## src/hdl/tasd_pkg.sv

```systemverilog
// Shared constants, types and helpers for the tiled address swizzle stage
package tasd_pkg;
    // Address and configuration widths
    localparam int ADDR_W = 32;
    localparam int DATA_W = 32;
    localparam int CFG_AW = 20;
    localparam int FENCE_COUNT = 16;
    localparam int PITCH_W = 10;
    // Device register offsets
    localparam logic [19:0] REG_RENDER_MODE = 20'h04030;
    localparam logic [19:0] REG_DISPLAY_CTL = 20'h45000;
    localparam logic [19:0] REG_TILE_CTL = 20'h04100;
    localparam logic [19:0] REG_FENCE0 = 20'h08000;
    localparam logic [19:0] FENCE_SPAN = 20'h00080;
    // Fence word layout: low word start page, valid, walk; high word last page, pitch-1
    localparam int FENCE_WORD_BIT = 2;
    localparam int FENCE_IDX_LSB = 3;
    localparam int FENCE_VALID_BIT = 0;
    localparam int FENCE_WALK_BIT = 1;
    localparam int PAGE_LSB = 12;
    // Swizzle field positions in each copy
    localparam int RENDER_SWZ_LSB = 4;
    localparam int DISPLAY_SWZ_LSB = 13;
    localparam int TILE_SWZ_LSB = 0;
    localparam logic [1:0] SWZ_NONE = 2'h0;
    localparam logic [1:0] SWZ_BIT6 = 2'h1;
    // Channel select bit and swizzle source bits
    localparam int CHAN_BIT = 6;
    localparam int SWZ_SRC_A = 9;
    localparam int SWZ_SRC_B = 10;
    // Tile geometry
    localparam int TILE_X_WIDTH = 512;
    localparam int TILE_X_ROWS = 8;
    localparam int TILE_Y_WIDTH = 128;
    localparam int TILE_Y_ROWS = 32;
    localparam logic [9:0] XPITCH_MAX_M1 = 10'h0ff;
    // Controller Avalon byte offsets
    localparam logic [4:0] AV_CTRL = 5'h00;
    localparam logic [4:0] AV_STATUS = 5'h04;
    localparam logic [4:0] AV_FENCE_LO = 5'h08;
    localparam logic [4:0] AV_FENCE_HI = 5'h0c;
    localparam logic [4:0] AV_FENCE_CMD = 5'h10;
    localparam logic [4:0] AV_RD_ADDR = 5'h14;
    localparam logic [4:0] AV_RD_DATA = 5'h18;
    localparam int CTRL_DRAM_EN_BIT = 4;
    localparam int ST_BUSY_BIT = 0;
    localparam int ST_DONE_BIT = 1;
    localparam int ST_ERR_BIT = 2;

    // Access streams
    typedef enum logic [2:0] {STR_HOST, STR_RENDER, STR_SAMPLER, STR_BLIT, STR_DISPLAY, STR_OVERLAY} tasd_stream_t;

    // Only the 01 encoding swizzles; reserved codes behave as none
    function automatic logic swz_enabled(input logic [1:0] field);
        return field == SWZ_BIT6;
    endfunction

    // True when a valid fence covers the page of addr
    function automatic logic fence_covers(input logic [31:0] lo, input logic [31:0] hi, input logic [31:0] addr);
        return lo[FENCE_VALID_BIT] && addr[31:PAGE_LSB] >= lo[31:PAGE_LSB] && addr[31:PAGE_LSB] <= hi[31:PAGE_LSB];
    endfunction
endpackage

```

## src/hdl/tasd_cfg_if.sv

```systemverilog
// Configuration link between the controller and the swizzle stage
`timescale 1ns/10ps
interface tasd_cfg_if;
    logic cfg_we;
    logic cfg_re;
    logic [19:0] cfg_addr;
    logic [31:0] cfg_wdata;
    logic [31:0] cfg_rdata;
    logic cfg_rvalid;
    modport dev (input cfg_we, input cfg_re, input cfg_addr, input cfg_wdata, output cfg_rdata, output cfg_rvalid);
    modport ctl (output cfg_we, output cfg_re, output cfg_addr, output cfg_wdata, input cfg_rdata, input cfg_rvalid);
endinterface

```

## src/hdl/tasd_swizzle_dev.sv

```systemverilog
// Tiling detect and channel swizzle stage ahead of the DRAM arbiter
// Operation
// - Address bit 6 selects the DRAM channel
// - Linear accesses keep bit 6 unchanged
// - Y-major swizzle: bit6 = bit6 xor bit9
// - X-major swizzle: bit6 xor bit9 xor bit10
// - Swizzle field 00 none, 01 swizzle, reset 00
// - Software sets swizzle before enabling DRAM
// - Three copies programmed alike, one per stream group
// - Field at render 5:4, display 14:13
// - Host uses fences; internal streams use surface parameters
// - Host access inside valid fence is tiled
// - Internal clients ignore fence enables
// - Fences never tile private graphics space
// - Sixteen independent fence window descriptors
// - Fence works only while valid, page granular
// - Pitch 1..256 X tiles, 1..1024 Y tiles; only fenced host X pitch is clamped, internal streams pass X pitch up to 1024
// - Software never programs overlapping valid fences
// - Each fence carries an X/Y walk selector
// - Surface tiled flag and walk select tiling
// - Tiled surface pitch is whole tile widths
// - X tile 512B by 8, Y 128B by 32
// - Fenced host address minus fence base first
`timescale 1ns/10ps
module tasd_swizzle_dev
#(
    parameter int NUM_FENCES = tasd_pkg::FENCE_COUNT
)
(
    // Clock and reset
    input wire logic i_clk_sys,
    input wire logic i_nrst,
    // Configuration link
    tasd_cfg_if.dev cfg,
    // Incoming access
    input wire logic i_req_valid,
    input wire tasd_pkg::tasd_stream_t i_req_stream,
    input wire logic [tasd_pkg::ADDR_W-1:0] i_req_addr,
    input wire logic i_req_tiled,
    input wire logic i_req_walk_y,
    input wire logic [tasd_pkg::PITCH_W-1:0] i_req_pitch_m1,
    input wire logic i_req_private,
    // Access toward the arbiter
    output logic o_out_valid,
    output logic [tasd_pkg::ADDR_W-1:0] o_out_addr,
    output logic o_out_chan,
    output logic o_out_tiled,
    output logic o_out_walk_y,
    output logic [tasd_pkg::PITCH_W-1:0] o_out_pitch_m1,
    output logic o_out_fence_hit,
    output logic [$clog2(NUM_FENCES)-1:0] o_out_fence_idx
);
    import tasd_pkg::*;

    localparam int FIDX_W = $clog2(NUM_FENCES);

    logic [31:0] render_mode_q;
    logic [31:0] display_ctl_q;
    logic [31:0] tile_ctl_q;
    logic [31:0] fence_lo_q [NUM_FENCES];
    logic [31:0] fence_hi_q [NUM_FENCES];
    logic [31:0] rdata_q;
    logic rvalid_q;
    logic cfg_in_fence;
    logic [19:0] cfg_rel;
    logic [FIDX_W-1:0] cfg_fidx;
    logic hit;
    logic [FIDX_W-1:0] hit_idx;
    logic tiled_d;
    logic walk_y_d;
    logic fenced_d;
    logic [1:0] swz_field;
    logic [ADDR_W-1:0] addr_d;
    logic [PITCH_W-1:0] pitch_d;
    logic out_valid_q;
    logic [ADDR_W-1:0] out_addr_q;
    logic out_tiled_q;
    logic out_walk_y_q;
    logic [PITCH_W-1:0] out_pitch_q;
    logic out_fence_q;
    logic [FIDX_W-1:0] out_fidx_q;

    // Configuration address decode for the fence table
    assign cfg_rel = cfg.cfg_addr - REG_FENCE0;
    assign cfg_in_fence = cfg.cfg_addr >= REG_FENCE0 && cfg_rel < FENCE_SPAN;
    assign cfg_fidx = cfg_rel[FENCE_IDX_LSB +: FIDX_W];

    // Swizzle control copies, one for host, one for display/overlay, one for the other streams, reset to no swizzle
    always_ff @(posedge i_clk_sys or negedge i_nrst)
    begin
        if (!i_nrst)
        begin
            render_mode_q <= 32'h0;
            display_ctl_q <= 32'h0;
            tile_ctl_q <= 32'h0;
        end
        else if (cfg.cfg_we)
        begin
            if (cfg.cfg_addr == REG_RENDER_MODE)
                render_mode_q <= cfg.cfg_wdata;
            if (cfg.cfg_addr == REG_DISPLAY_CTL)
                display_ctl_q <= cfg.cfg_wdata;
            if (cfg.cfg_addr == REG_TILE_CTL)
                tile_ctl_q <= cfg.cfg_wdata;
        end
    end

    // Sixteen fence descriptors, cleared to invalid at reset
    always_ff @(posedge i_clk_sys or negedge i_nrst)
    begin
        if (!i_nrst)
        begin
            for (int i = 0; i < NUM_FENCES; i++)
            begin
                fence_lo_q[i] <= 32'h0;
                fence_hi_q[i] <= 32'h0;
            end
        end
        else if (cfg.cfg_we && cfg_in_fence)
        begin
            if (cfg_rel[FENCE_WORD_BIT])
                fence_hi_q[cfg_fidx] <= cfg.cfg_wdata;
            else
                fence_lo_q[cfg_fidx] <= cfg.cfg_wdata;
        end
    end

    // Register read-back, answered one cycle after the strobe
    always_ff @(posedge i_clk_sys or negedge i_nrst)
    begin
        if (!i_nrst)
        begin
            rdata_q <= 32'h0;
            rvalid_q <= 1'b0;
        end
        else
        begin
            rvalid_q <= cfg.cfg_re;
            if (cfg.cfg_re)
            begin
                if (cfg.cfg_addr == REG_RENDER_MODE)
                    rdata_q <= render_mode_q;
                else if (cfg.cfg_addr == REG_DISPLAY_CTL)
                    rdata_q <= display_ctl_q;
                else if (cfg.cfg_addr == REG_TILE_CTL)
                    rdata_q <= tile_ctl_q;
                else if (cfg_in_fence)
                    rdata_q <= cfg_rel[FENCE_WORD_BIT] ? fence_hi_q[cfg_fidx] : fence_lo_q[cfg_fidx];
                else
                    rdata_q <= 32'h0;
            end
        end
    end

    assign cfg.cfg_rdata = rdata_q;
    assign cfg.cfg_rvalid = rvalid_q;

    // Fence lookup; overlap is left undefined, highest index wins here
    always_comb
    begin
        hit = 1'b0;
        hit_idx = '0;
        for (int i = 0; i < NUM_FENCES; i++)
        begin
            if (fence_covers(fence_lo_q[i], fence_hi_q[i], i_req_addr))
            begin
                hit = 1'b1;
                hit_idx = i[FIDX_W-1:0];
            end
        end
    end

    // Tiling detect per stream and the swizzle copy that stream uses
    always_comb
    begin
        fenced_d = 1'b0;
        addr_d = i_req_addr;
        if (i_req_stream == STR_HOST)
        begin
            fenced_d = hit && !i_req_private;
            tiled_d = fenced_d;
            walk_y_d = fenced_d && fence_lo_q[hit_idx][FENCE_WALK_BIT];
            pitch_d = fence_hi_q[hit_idx][PITCH_W-1:0];
            if (fenced_d && !walk_y_d && pitch_d > XPITCH_MAX_M1)
                pitch_d = XPITCH_MAX_M1;
            if (fenced_d)
                addr_d = i_req_addr - {fence_lo_q[hit_idx][31:PAGE_LSB], {PAGE_LSB{1'b0}}};
        end
        else
        begin
            tiled_d = i_req_tiled;
            walk_y_d = i_req_tiled && i_req_walk_y;
            pitch_d = i_req_pitch_m1;
        end
        case (i_req_stream)
            STR_HOST: swz_field = tile_ctl_q[TILE_SWZ_LSB +: 2];
            STR_DISPLAY, STR_OVERLAY: swz_field = display_ctl_q[DISPLAY_SWZ_LSB +: 2];
            default: swz_field = render_mode_q[RENDER_SWZ_LSB +: 2];
        endcase
        // Linear accesses and reserved codes leave bit 6 alone
        if (tiled_d && swz_enabled(swz_field))
        begin
            if (walk_y_d)
                addr_d[CHAN_BIT] = addr_d[CHAN_BIT] ^ addr_d[SWZ_SRC_A];
            else
                addr_d[CHAN_BIT] = addr_d[CHAN_BIT] ^ addr_d[SWZ_SRC_A] ^ addr_d[SWZ_SRC_B];
        end
    end

    // One-cycle output register toward the arbiter
    always_ff @(posedge i_clk_sys or negedge i_nrst)
    begin
        if (!i_nrst)
        begin
            out_valid_q <= 1'b0;
            out_addr_q <= '0;
            out_tiled_q <= 1'b0;
            out_walk_y_q <= 1'b0;
            out_pitch_q <= '0;
            out_fence_q <= 1'b0;
            out_fidx_q <= '0;
        end
        else
        begin
            out_valid_q <= i_req_valid;
            if (i_req_valid)
            begin
                out_addr_q <= addr_d;
                out_tiled_q <= tiled_d;
                out_walk_y_q <= walk_y_d;
                out_pitch_q <= pitch_d;
                out_fence_q <= fenced_d;
                out_fidx_q <= hit_idx;
            end
        end
    end

    assign o_out_valid = out_valid_q;
    assign o_out_addr = out_addr_q;
    assign o_out_chan = out_addr_q[CHAN_BIT];
    assign o_out_tiled = out_tiled_q;
    assign o_out_walk_y = out_walk_y_q;
    assign o_out_pitch_m1 = out_pitch_q;
    assign o_out_fence_hit = out_fence_q;
    assign o_out_fence_idx = out_fidx_q;
endmodule

```

## src/flat_wrapper.sv

```systemverilog
// flat-port wrapper written by rule: the top's interface ports become plain ports
module tasd_swizzle_dev_flat import tasd_pkg::*;
#(
    parameter int NUM_FENCES = tasd_pkg::FENCE_COUNT
)
  (i_clk_sys, i_nrst, i_req_valid, i_req_stream, i_req_addr, i_req_tiled, i_req_walk_y, i_req_pitch_m1, i_req_private, o_out_valid, o_out_addr, o_out_chan, o_out_tiled, o_out_walk_y, o_out_pitch_m1, o_out_fence_hit, o_out_fence_idx, cfg_cfg_we, cfg_cfg_re, cfg_cfg_addr, cfg_cfg_wdata, cfg_cfg_rdata, cfg_cfg_rvalid);
  tasd_cfg_if cfg_i ();
  input wire logic i_clk_sys;
  input wire logic i_nrst;
  input wire logic i_req_valid;
  input wire tasd_pkg::tasd_stream_t i_req_stream;
  input wire logic [tasd_pkg::ADDR_W-1:0] i_req_addr;
  input wire logic i_req_tiled;
  input wire logic i_req_walk_y;
  input wire logic [tasd_pkg::PITCH_W-1:0] i_req_pitch_m1;
  input wire logic i_req_private;
  output logic o_out_valid;
  output logic [tasd_pkg::ADDR_W-1:0] o_out_addr;
  output logic o_out_chan;
  output logic o_out_tiled;
  output logic o_out_walk_y;
  output logic [tasd_pkg::PITCH_W-1:0] o_out_pitch_m1;
  output logic o_out_fence_hit;
  output logic [$clog2(NUM_FENCES)-1:0] o_out_fence_idx;
  input wire logic [$bits(cfg_i.cfg_we)-1:0] cfg_cfg_we;
  input wire logic [$bits(cfg_i.cfg_re)-1:0] cfg_cfg_re;
  input wire logic [$bits(cfg_i.cfg_addr)-1:0] cfg_cfg_addr;
  input wire logic [$bits(cfg_i.cfg_wdata)-1:0] cfg_cfg_wdata;
  output wire logic [$bits(cfg_i.cfg_rdata)-1:0] cfg_cfg_rdata;
  output wire logic [$bits(cfg_i.cfg_rvalid)-1:0] cfg_cfg_rvalid;
  assign cfg_i.cfg_we = cfg_cfg_we;
  assign cfg_i.cfg_re = cfg_cfg_re;
  assign cfg_i.cfg_addr = cfg_cfg_addr;
  assign cfg_i.cfg_wdata = cfg_cfg_wdata;
  assign cfg_cfg_rdata = cfg_i.cfg_rdata;
  assign cfg_cfg_rvalid = cfg_i.cfg_rvalid;
  tasd_swizzle_dev #(.NUM_FENCES(NUM_FENCES)) u_core (.i_clk_sys(i_clk_sys), .i_nrst(i_nrst), .cfg(cfg_i), .i_req_valid(i_req_valid), .i_req_stream(i_req_stream), .i_req_addr(i_req_addr), .i_req_tiled(i_req_tiled), .i_req_walk_y(i_req_walk_y), .i_req_pitch_m1(i_req_pitch_m1), .i_req_private(i_req_private), .o_out_valid(o_out_valid), .o_out_addr(o_out_addr), .o_out_chan(o_out_chan), .o_out_tiled(o_out_tiled), .o_out_walk_y(o_out_walk_y), .o_out_pitch_m1(o_out_pitch_m1), .o_out_fence_hit(o_out_fence_hit), .o_out_fence_idx(o_out_fence_idx));
endmodule
```

## config.mk

```make
export PLATFORM = sky130hd
export DESIGN_NAME = tasd_swizzle_dev_flat
export DESIGN_NICKNAME = d
export VERILOG_FILES = /design/src/hdl/tasd_pkg.sv /design/src/hdl/tasd_cfg_if.sv /design/src/hdl/tasd_swizzle_dev.sv /design/src/flat_wrapper.sv
export SDC_FILE = /design/constraint.sdc
export NUM_CORES = 2
export LEC_CHECK = 0
export BUFFER_PORTS_ARGS = -buffer_cell sky130_fd_sc_hd__buf_2
export CORE_ASPECT_RATIO = 1.75
export CORE_MARGIN = 2
export CORE_UTILIZATION = 36
export CTS_BUF_LIST = sky130_fd_sc_hd__clkbuf_8
export DETAILED_ROUTE_END_ITERATION = 10
export PLACE_DENSITY = 0.59
export SLEW_MARGIN = 20
export SYNTH_ARGS = -nofsm -noshare
export SYNTH_HDL_FRONTEND = slang
export SYNTH_SLANG_ARGS = --single-unit
```

## constraint.sdc

```tcl
create_clock -name i_clk_sys -period 10.1 [get_ports i_clk_sys]
set_input_delay 0.505 -clock i_clk_sys [delete_from_list [all_inputs] [get_ports i_clk_sys]]
set_output_delay 0.505 -clock i_clk_sys [all_outputs]
set_load 0.005 [all_outputs]
```

==> flow_metrics.env <==
export IMPL_first_iter_violations=4023
export IMPL_end_kind="flip-flop"
export IMPL_wl_per_cell_um=28.18
export IMPL_cts_max_level=4
export IMPL_p_int_mw=7.382
export IMPL_wl_met2_mm=132.0
export IMPL_grt_ovfl_total=0
export IMPL_drive_gt1_share_pct=32.18
export IMPL_power_frac_seq_pct=48.0
export IMPL_placed_area_um2=79080
export IMPL_synth_nets=7242
export IMPL_synthArstFlopShare_pct=100.0
export IMPL_grt_usage_pct=24.75
export IMPL_crit_type="flip-flop to flip-flop"
export IMPL_cts_root_buf="clkbuf_8"
export IMPL_drv_slew=0
export IMPL_clk_path_buf_depth=4
export IMPL_cellPowerDensity_nw_per_um2=121.8
export IMPL_worstSetupEndpoint="u_core.o_out_addr[30]"
export IMPL_fin_worst_skew_ns=0.07420
export IMPL_die_w_um=349.2
export IMPL_min_path_type="primary input to flip-flop"
export IMPL_grt_pass1_wl_mm=388.5
export IMPL_register_area_um2=30100
export IMPL_crit_start="u_core.fence_hi_q[250]"
export IMPL_min_period_over_period_pct=81.65
export IMPL_swShare_pct=27.18
export IMPL_ys_seq_area_share_pct=40.10
export IMPL_ios=189
export IMPL_gp_congestion=0.9677
export IMPL_yosysTopAreaCellShare_pct=40.10
export IMPL_dieArea_um2=212300
export IMPL_r2r_cells=31
export IMPL_ant_nets=0
export IMPL_synthCells=6476
export IMPL_wl_mm=265.3
export IMPL_grt_max_degree=152
export IMPL_yosys_warnings=0
export IMPL_hpwlAfterDp_mm=185.5
export IMPL_dr_pass1_iters=6
export IMPL_ys_types=86
export IMPL_path_clk_slew_ns=0.07
export IMPL_nets=7368
export IMPL_regToRegEndpoint="u_core.o_out_addr[30]"
export IMPL_yosysTopAreaCell="dfrtp_1"
export IMPL_synth_area_leaders="dfrtp_1 (40%), mux2_2 (18%), ha_1 (11%)"
export IMPL_fp_dieH_um=608.1
export IMPL_multi_input_area_um2=41120
export IMPL_wl_met1_mm=95.22
export IMPL_core_area_um2=207100
export IMPL_p_leak_nw=38.08
export IMPL_fin_ws_ns=1.853
export IMPL_area_growth_pct=10.86
export IMPL_portBuffers=188
export IMPL_synth_area_per_cell_um2=11.59
export IMPL_clock_power_share_pct=42.5
export IMPL_preCtsSetupSlack_ns=1.300
export IMPL_power_mw=10.14
export IMPL_status="finished clean"
export IMPL_cts_tree="built"
export IMPL_critPathArrivalTime_ns=9.07
export IMPL_drc=0
export IMPL_synth_main_ff_cell="dfrtp_1"
export IMPL_hold_viol_final=0
export IMPL_grt_pass1_vias=57730
export IMPL_crit_path_max_fanout=66
export IMPL_synthesis_area_um2=75070
export IMPL_worstMarginPinSlew_ns=1.200
export IMPL_cts_buffers=191
export IMPL_cpMostUsedCell="o21ai_0"
export IMPL_startpoint_type="flip-flop"
export IMPL_rsz0062_at_grt="false"
export IMPL_r2r_start="u_core.fence_hi_q[250]"
export IMPL_antenna_found_initial=16
export IMPL_via_count=54910
export IMPL_synth_edf_count=0
export IMPL_rows=221
export IMPL_worst_skew_pair_late_latency_ns=0.97
export IMPL_min_period_ns=8.247
export IMPL_slowest_delay_ns=0.65
export IMPL_slowest_stage="o21ba_4"
export IMPL_maxCapViolCount=0
export IMPL_stdcell_area_um2=83220
export IMPL_via_per_inst=5.833
export IMPL_clock_sinks=1203
export IMPL_fillCellCount=19690
export IMPL_met3_length_mm=12.25
export IMPL_initial_core_util_pct=36.25
export IMPL_ys_ff_latch=1203
export IMPL_worstPathRequired_ns=10.92
export IMPL_p_sw_mw=2.756
export IMPL_r2r_setup_slack_ns=1.85
export IMPL_ir_worst_vdd_mv=0.1208
export IMPL_max_slew_margin_rel_pct=19.12
export IMPL_setup_viol_count_final=0
export IMPL_fmax_mhz=121.3
export IMPL_tns_ns=0
export IMPL_top_layer_used="met5"
export IMPL_pwr_share_comb_pct=9.5
per-stage QoR:
step	utilization [%]	cells	hold WS, ns
after floorplan	-	6476	0.2094
after global routing	40.18	9412	0.05646
after CTS	40.17	9407	0.02056
after global placement	38.18	9051	0.4565
final	40.18	9414	0.05945
after detailed placement	38.18	9051	0.4592
registers in the layout, summed over array words and instances, names as in the netlist, 4 cells and up:
| name | cells |
|---|---|
| u_core.o_out_addr | 32 |
| u_core.tile_ctl_q | 32 |
| u_core.display_ctl_q | 32 |
| u_core.render_mode_q | 32 |
| u_core.o_out_pitch_m1 | 10 |
| u_core.o_out_fence_idx | 4 |
| u_core.cfg.cfg_rdata | 32 |
| u_core.fence_lo_q | 512 |
| u_core.fence_hi_q | 512 |
logic make-up (layout without fill, tap and decap cells):
| kind of cell | Yosys count | after routing | synth area share (%) |
|---|---|---|---|
| other | 0 | 7 | 0 |
| flip-flops | 1203 | 1203 | 40.10 |
| AO/OA/AOI/OAI | 1076 | 1076 | 9.417 |
| multiplexers | 1574 | 1574 | 28.36 |
| AND/OR/NAND/NOR | 890 | 890 | 5.600 |
| adder cells (fa/ha/maj) | 661 | 661 | 11.03 |
| XOR/XNOR | 13 | 13 | 0.1517 |
| buffers and inverters | 1059 | 1314 | 5.347 |
Yosys cell counts (11+ instances only):
library cell / n
nor4_1: 20
nand3_1: 56
a31oi_1: 41
nand2_1: 342
clkbuf_1: 236
ha_1: 660
o21ai_0: 299
dfrtp_1: 1203
o21a_1: 24
a2111oi_0: 11
nor2_1: 209
a21boi_0: 11
nand4_1: 95
a21oi_1: 212
a211oi_1: 85
nor3_1: 29
mux2_2: 1180
a221o_1: 36
mux4_2: 324
o211ai_1: 143
nor2b_1: 41
and4_1: 11
and2_1: 13
buf_2: 22
mux2i_1: 69
o311ai_0: 18
a21o_1: 99
inv_1: 645
buf_1: 154
nand2b_1: 17
area by class of cell:
| class | count | share of cell area [%] |
|---|---|---|
| Antenna cell | 7 | 0.02105 |
| Clock buffer | 238 | 3.936 |
| Clock inverter | 84 | 0.6059 |
| Inverter | 645 | 2.909 |
| Multi-Input combinational cell | 4214 | 49.41 |
| Sequential cell | 1203 | 36.17 |
| Tap cell | 2676 | 4.023 |
| Timing Repair Buffer | 347 | 2.923 |
power groups by stage:
| stage | logic (mW) | registers [mW] | clock network (mW) |
|---|---|---|---|
| floorplan | 0.461 | 4.95 | 0 |
| global placement | 0.934 | 4.96 | 0 |
| finish | 0.964 | 4.87 | 4.31 |
| detailed placement | 0.951 | 4.96 | 0 |
| CTS | 0.969 | 4.87 | 4.41 |
| global route | 1.06 | 4.87 | 4.58 |
worst min-delay path by stage:
stage	startpoint	end	slack, ns	cells past startpoint
after floorplan	i_nrst	u_core.cfg.cfg_rdata[0]	0.21	0
after global placement	i_nrst	u_core.fence_hi_q[290]	0.46	1
after detailed placement	i_nrst	u_core.fence_hi_q[290]	0.46	1
after CTS	i_req_valid	u_core.o_out_pitch_m1[5]	0.02	2
after global routing	i_req_valid	u_core.o_out_pitch_m1[5]	0.06	2
final	i_req_valid	u_core.o_out_pitch_m1[5]	0.06	2
placed cells by master, fill, tap and decap left out, types with 11 or more instances in the layout:
cell	Yosys	layout
a2111oi_0	11	11
a211oi_1	85	85
a21boi_0	11	11
a21o_1	99	98
a21oi_1	212	212
a221o_1	36	36
a31oi_1	41	41
and2_1	13	11
and4_1	11	11
buf_12	0	14
buf_2	22	182
buf_4	1	113
clkbuf_8	0	238
clkinv_2	0	21
dfrtp_1	1203	1203
dlygate4sd3_1	0	34
ha_1	660	660
inv_1	645	692
mux2_2	1180	1180
mux2i_1	69	69
mux4_2	324	324
nand2_1	342	309
nand2_2	0	32
nand2b_1	17	17
nand3_1	56	56
nand4_1	95	95
nor2_1	209	206
nor2b_1	41	41
nor3_1	29	26
nor4_1	20	18
o211ai_1	143	143
o21a_1	24	24
o21ai_0	299	299
o311ai_0	18	18
repair_timing:
item                      4_1_cts  5_1_grt
resized for setup               0        0
hold endpoints to repair      108        0
setup buffers                   0        0
hold buffers                   34        0
worst max-delay path, delay by kind of cell (launching register included):
family	cells	cell delay, ns
AO/OA/AOI/OAI	20	4.58
flip-flops	1	0.38
buffers and inverters	1	0.08
adder cells (fa/ha/maj)	2	0.74
multiplexers	2	0.47
AND/OR/NAND/NOR	5	1.67
XOR/XNOR	1	0.13
metal layers:
| metal | vias up | GRT usage (%) |
|---|---|---|
| li1 | 23980 | - |
| met1 | 28090 | 27.00 |
| met2 | 2026 | 42.78 |
| met3 | 811 | 2.961 |
| met4 | 10 | 20.59 |
| met5 | - | 0 |
Note: power is estimated with default switching activity, not from simulation.
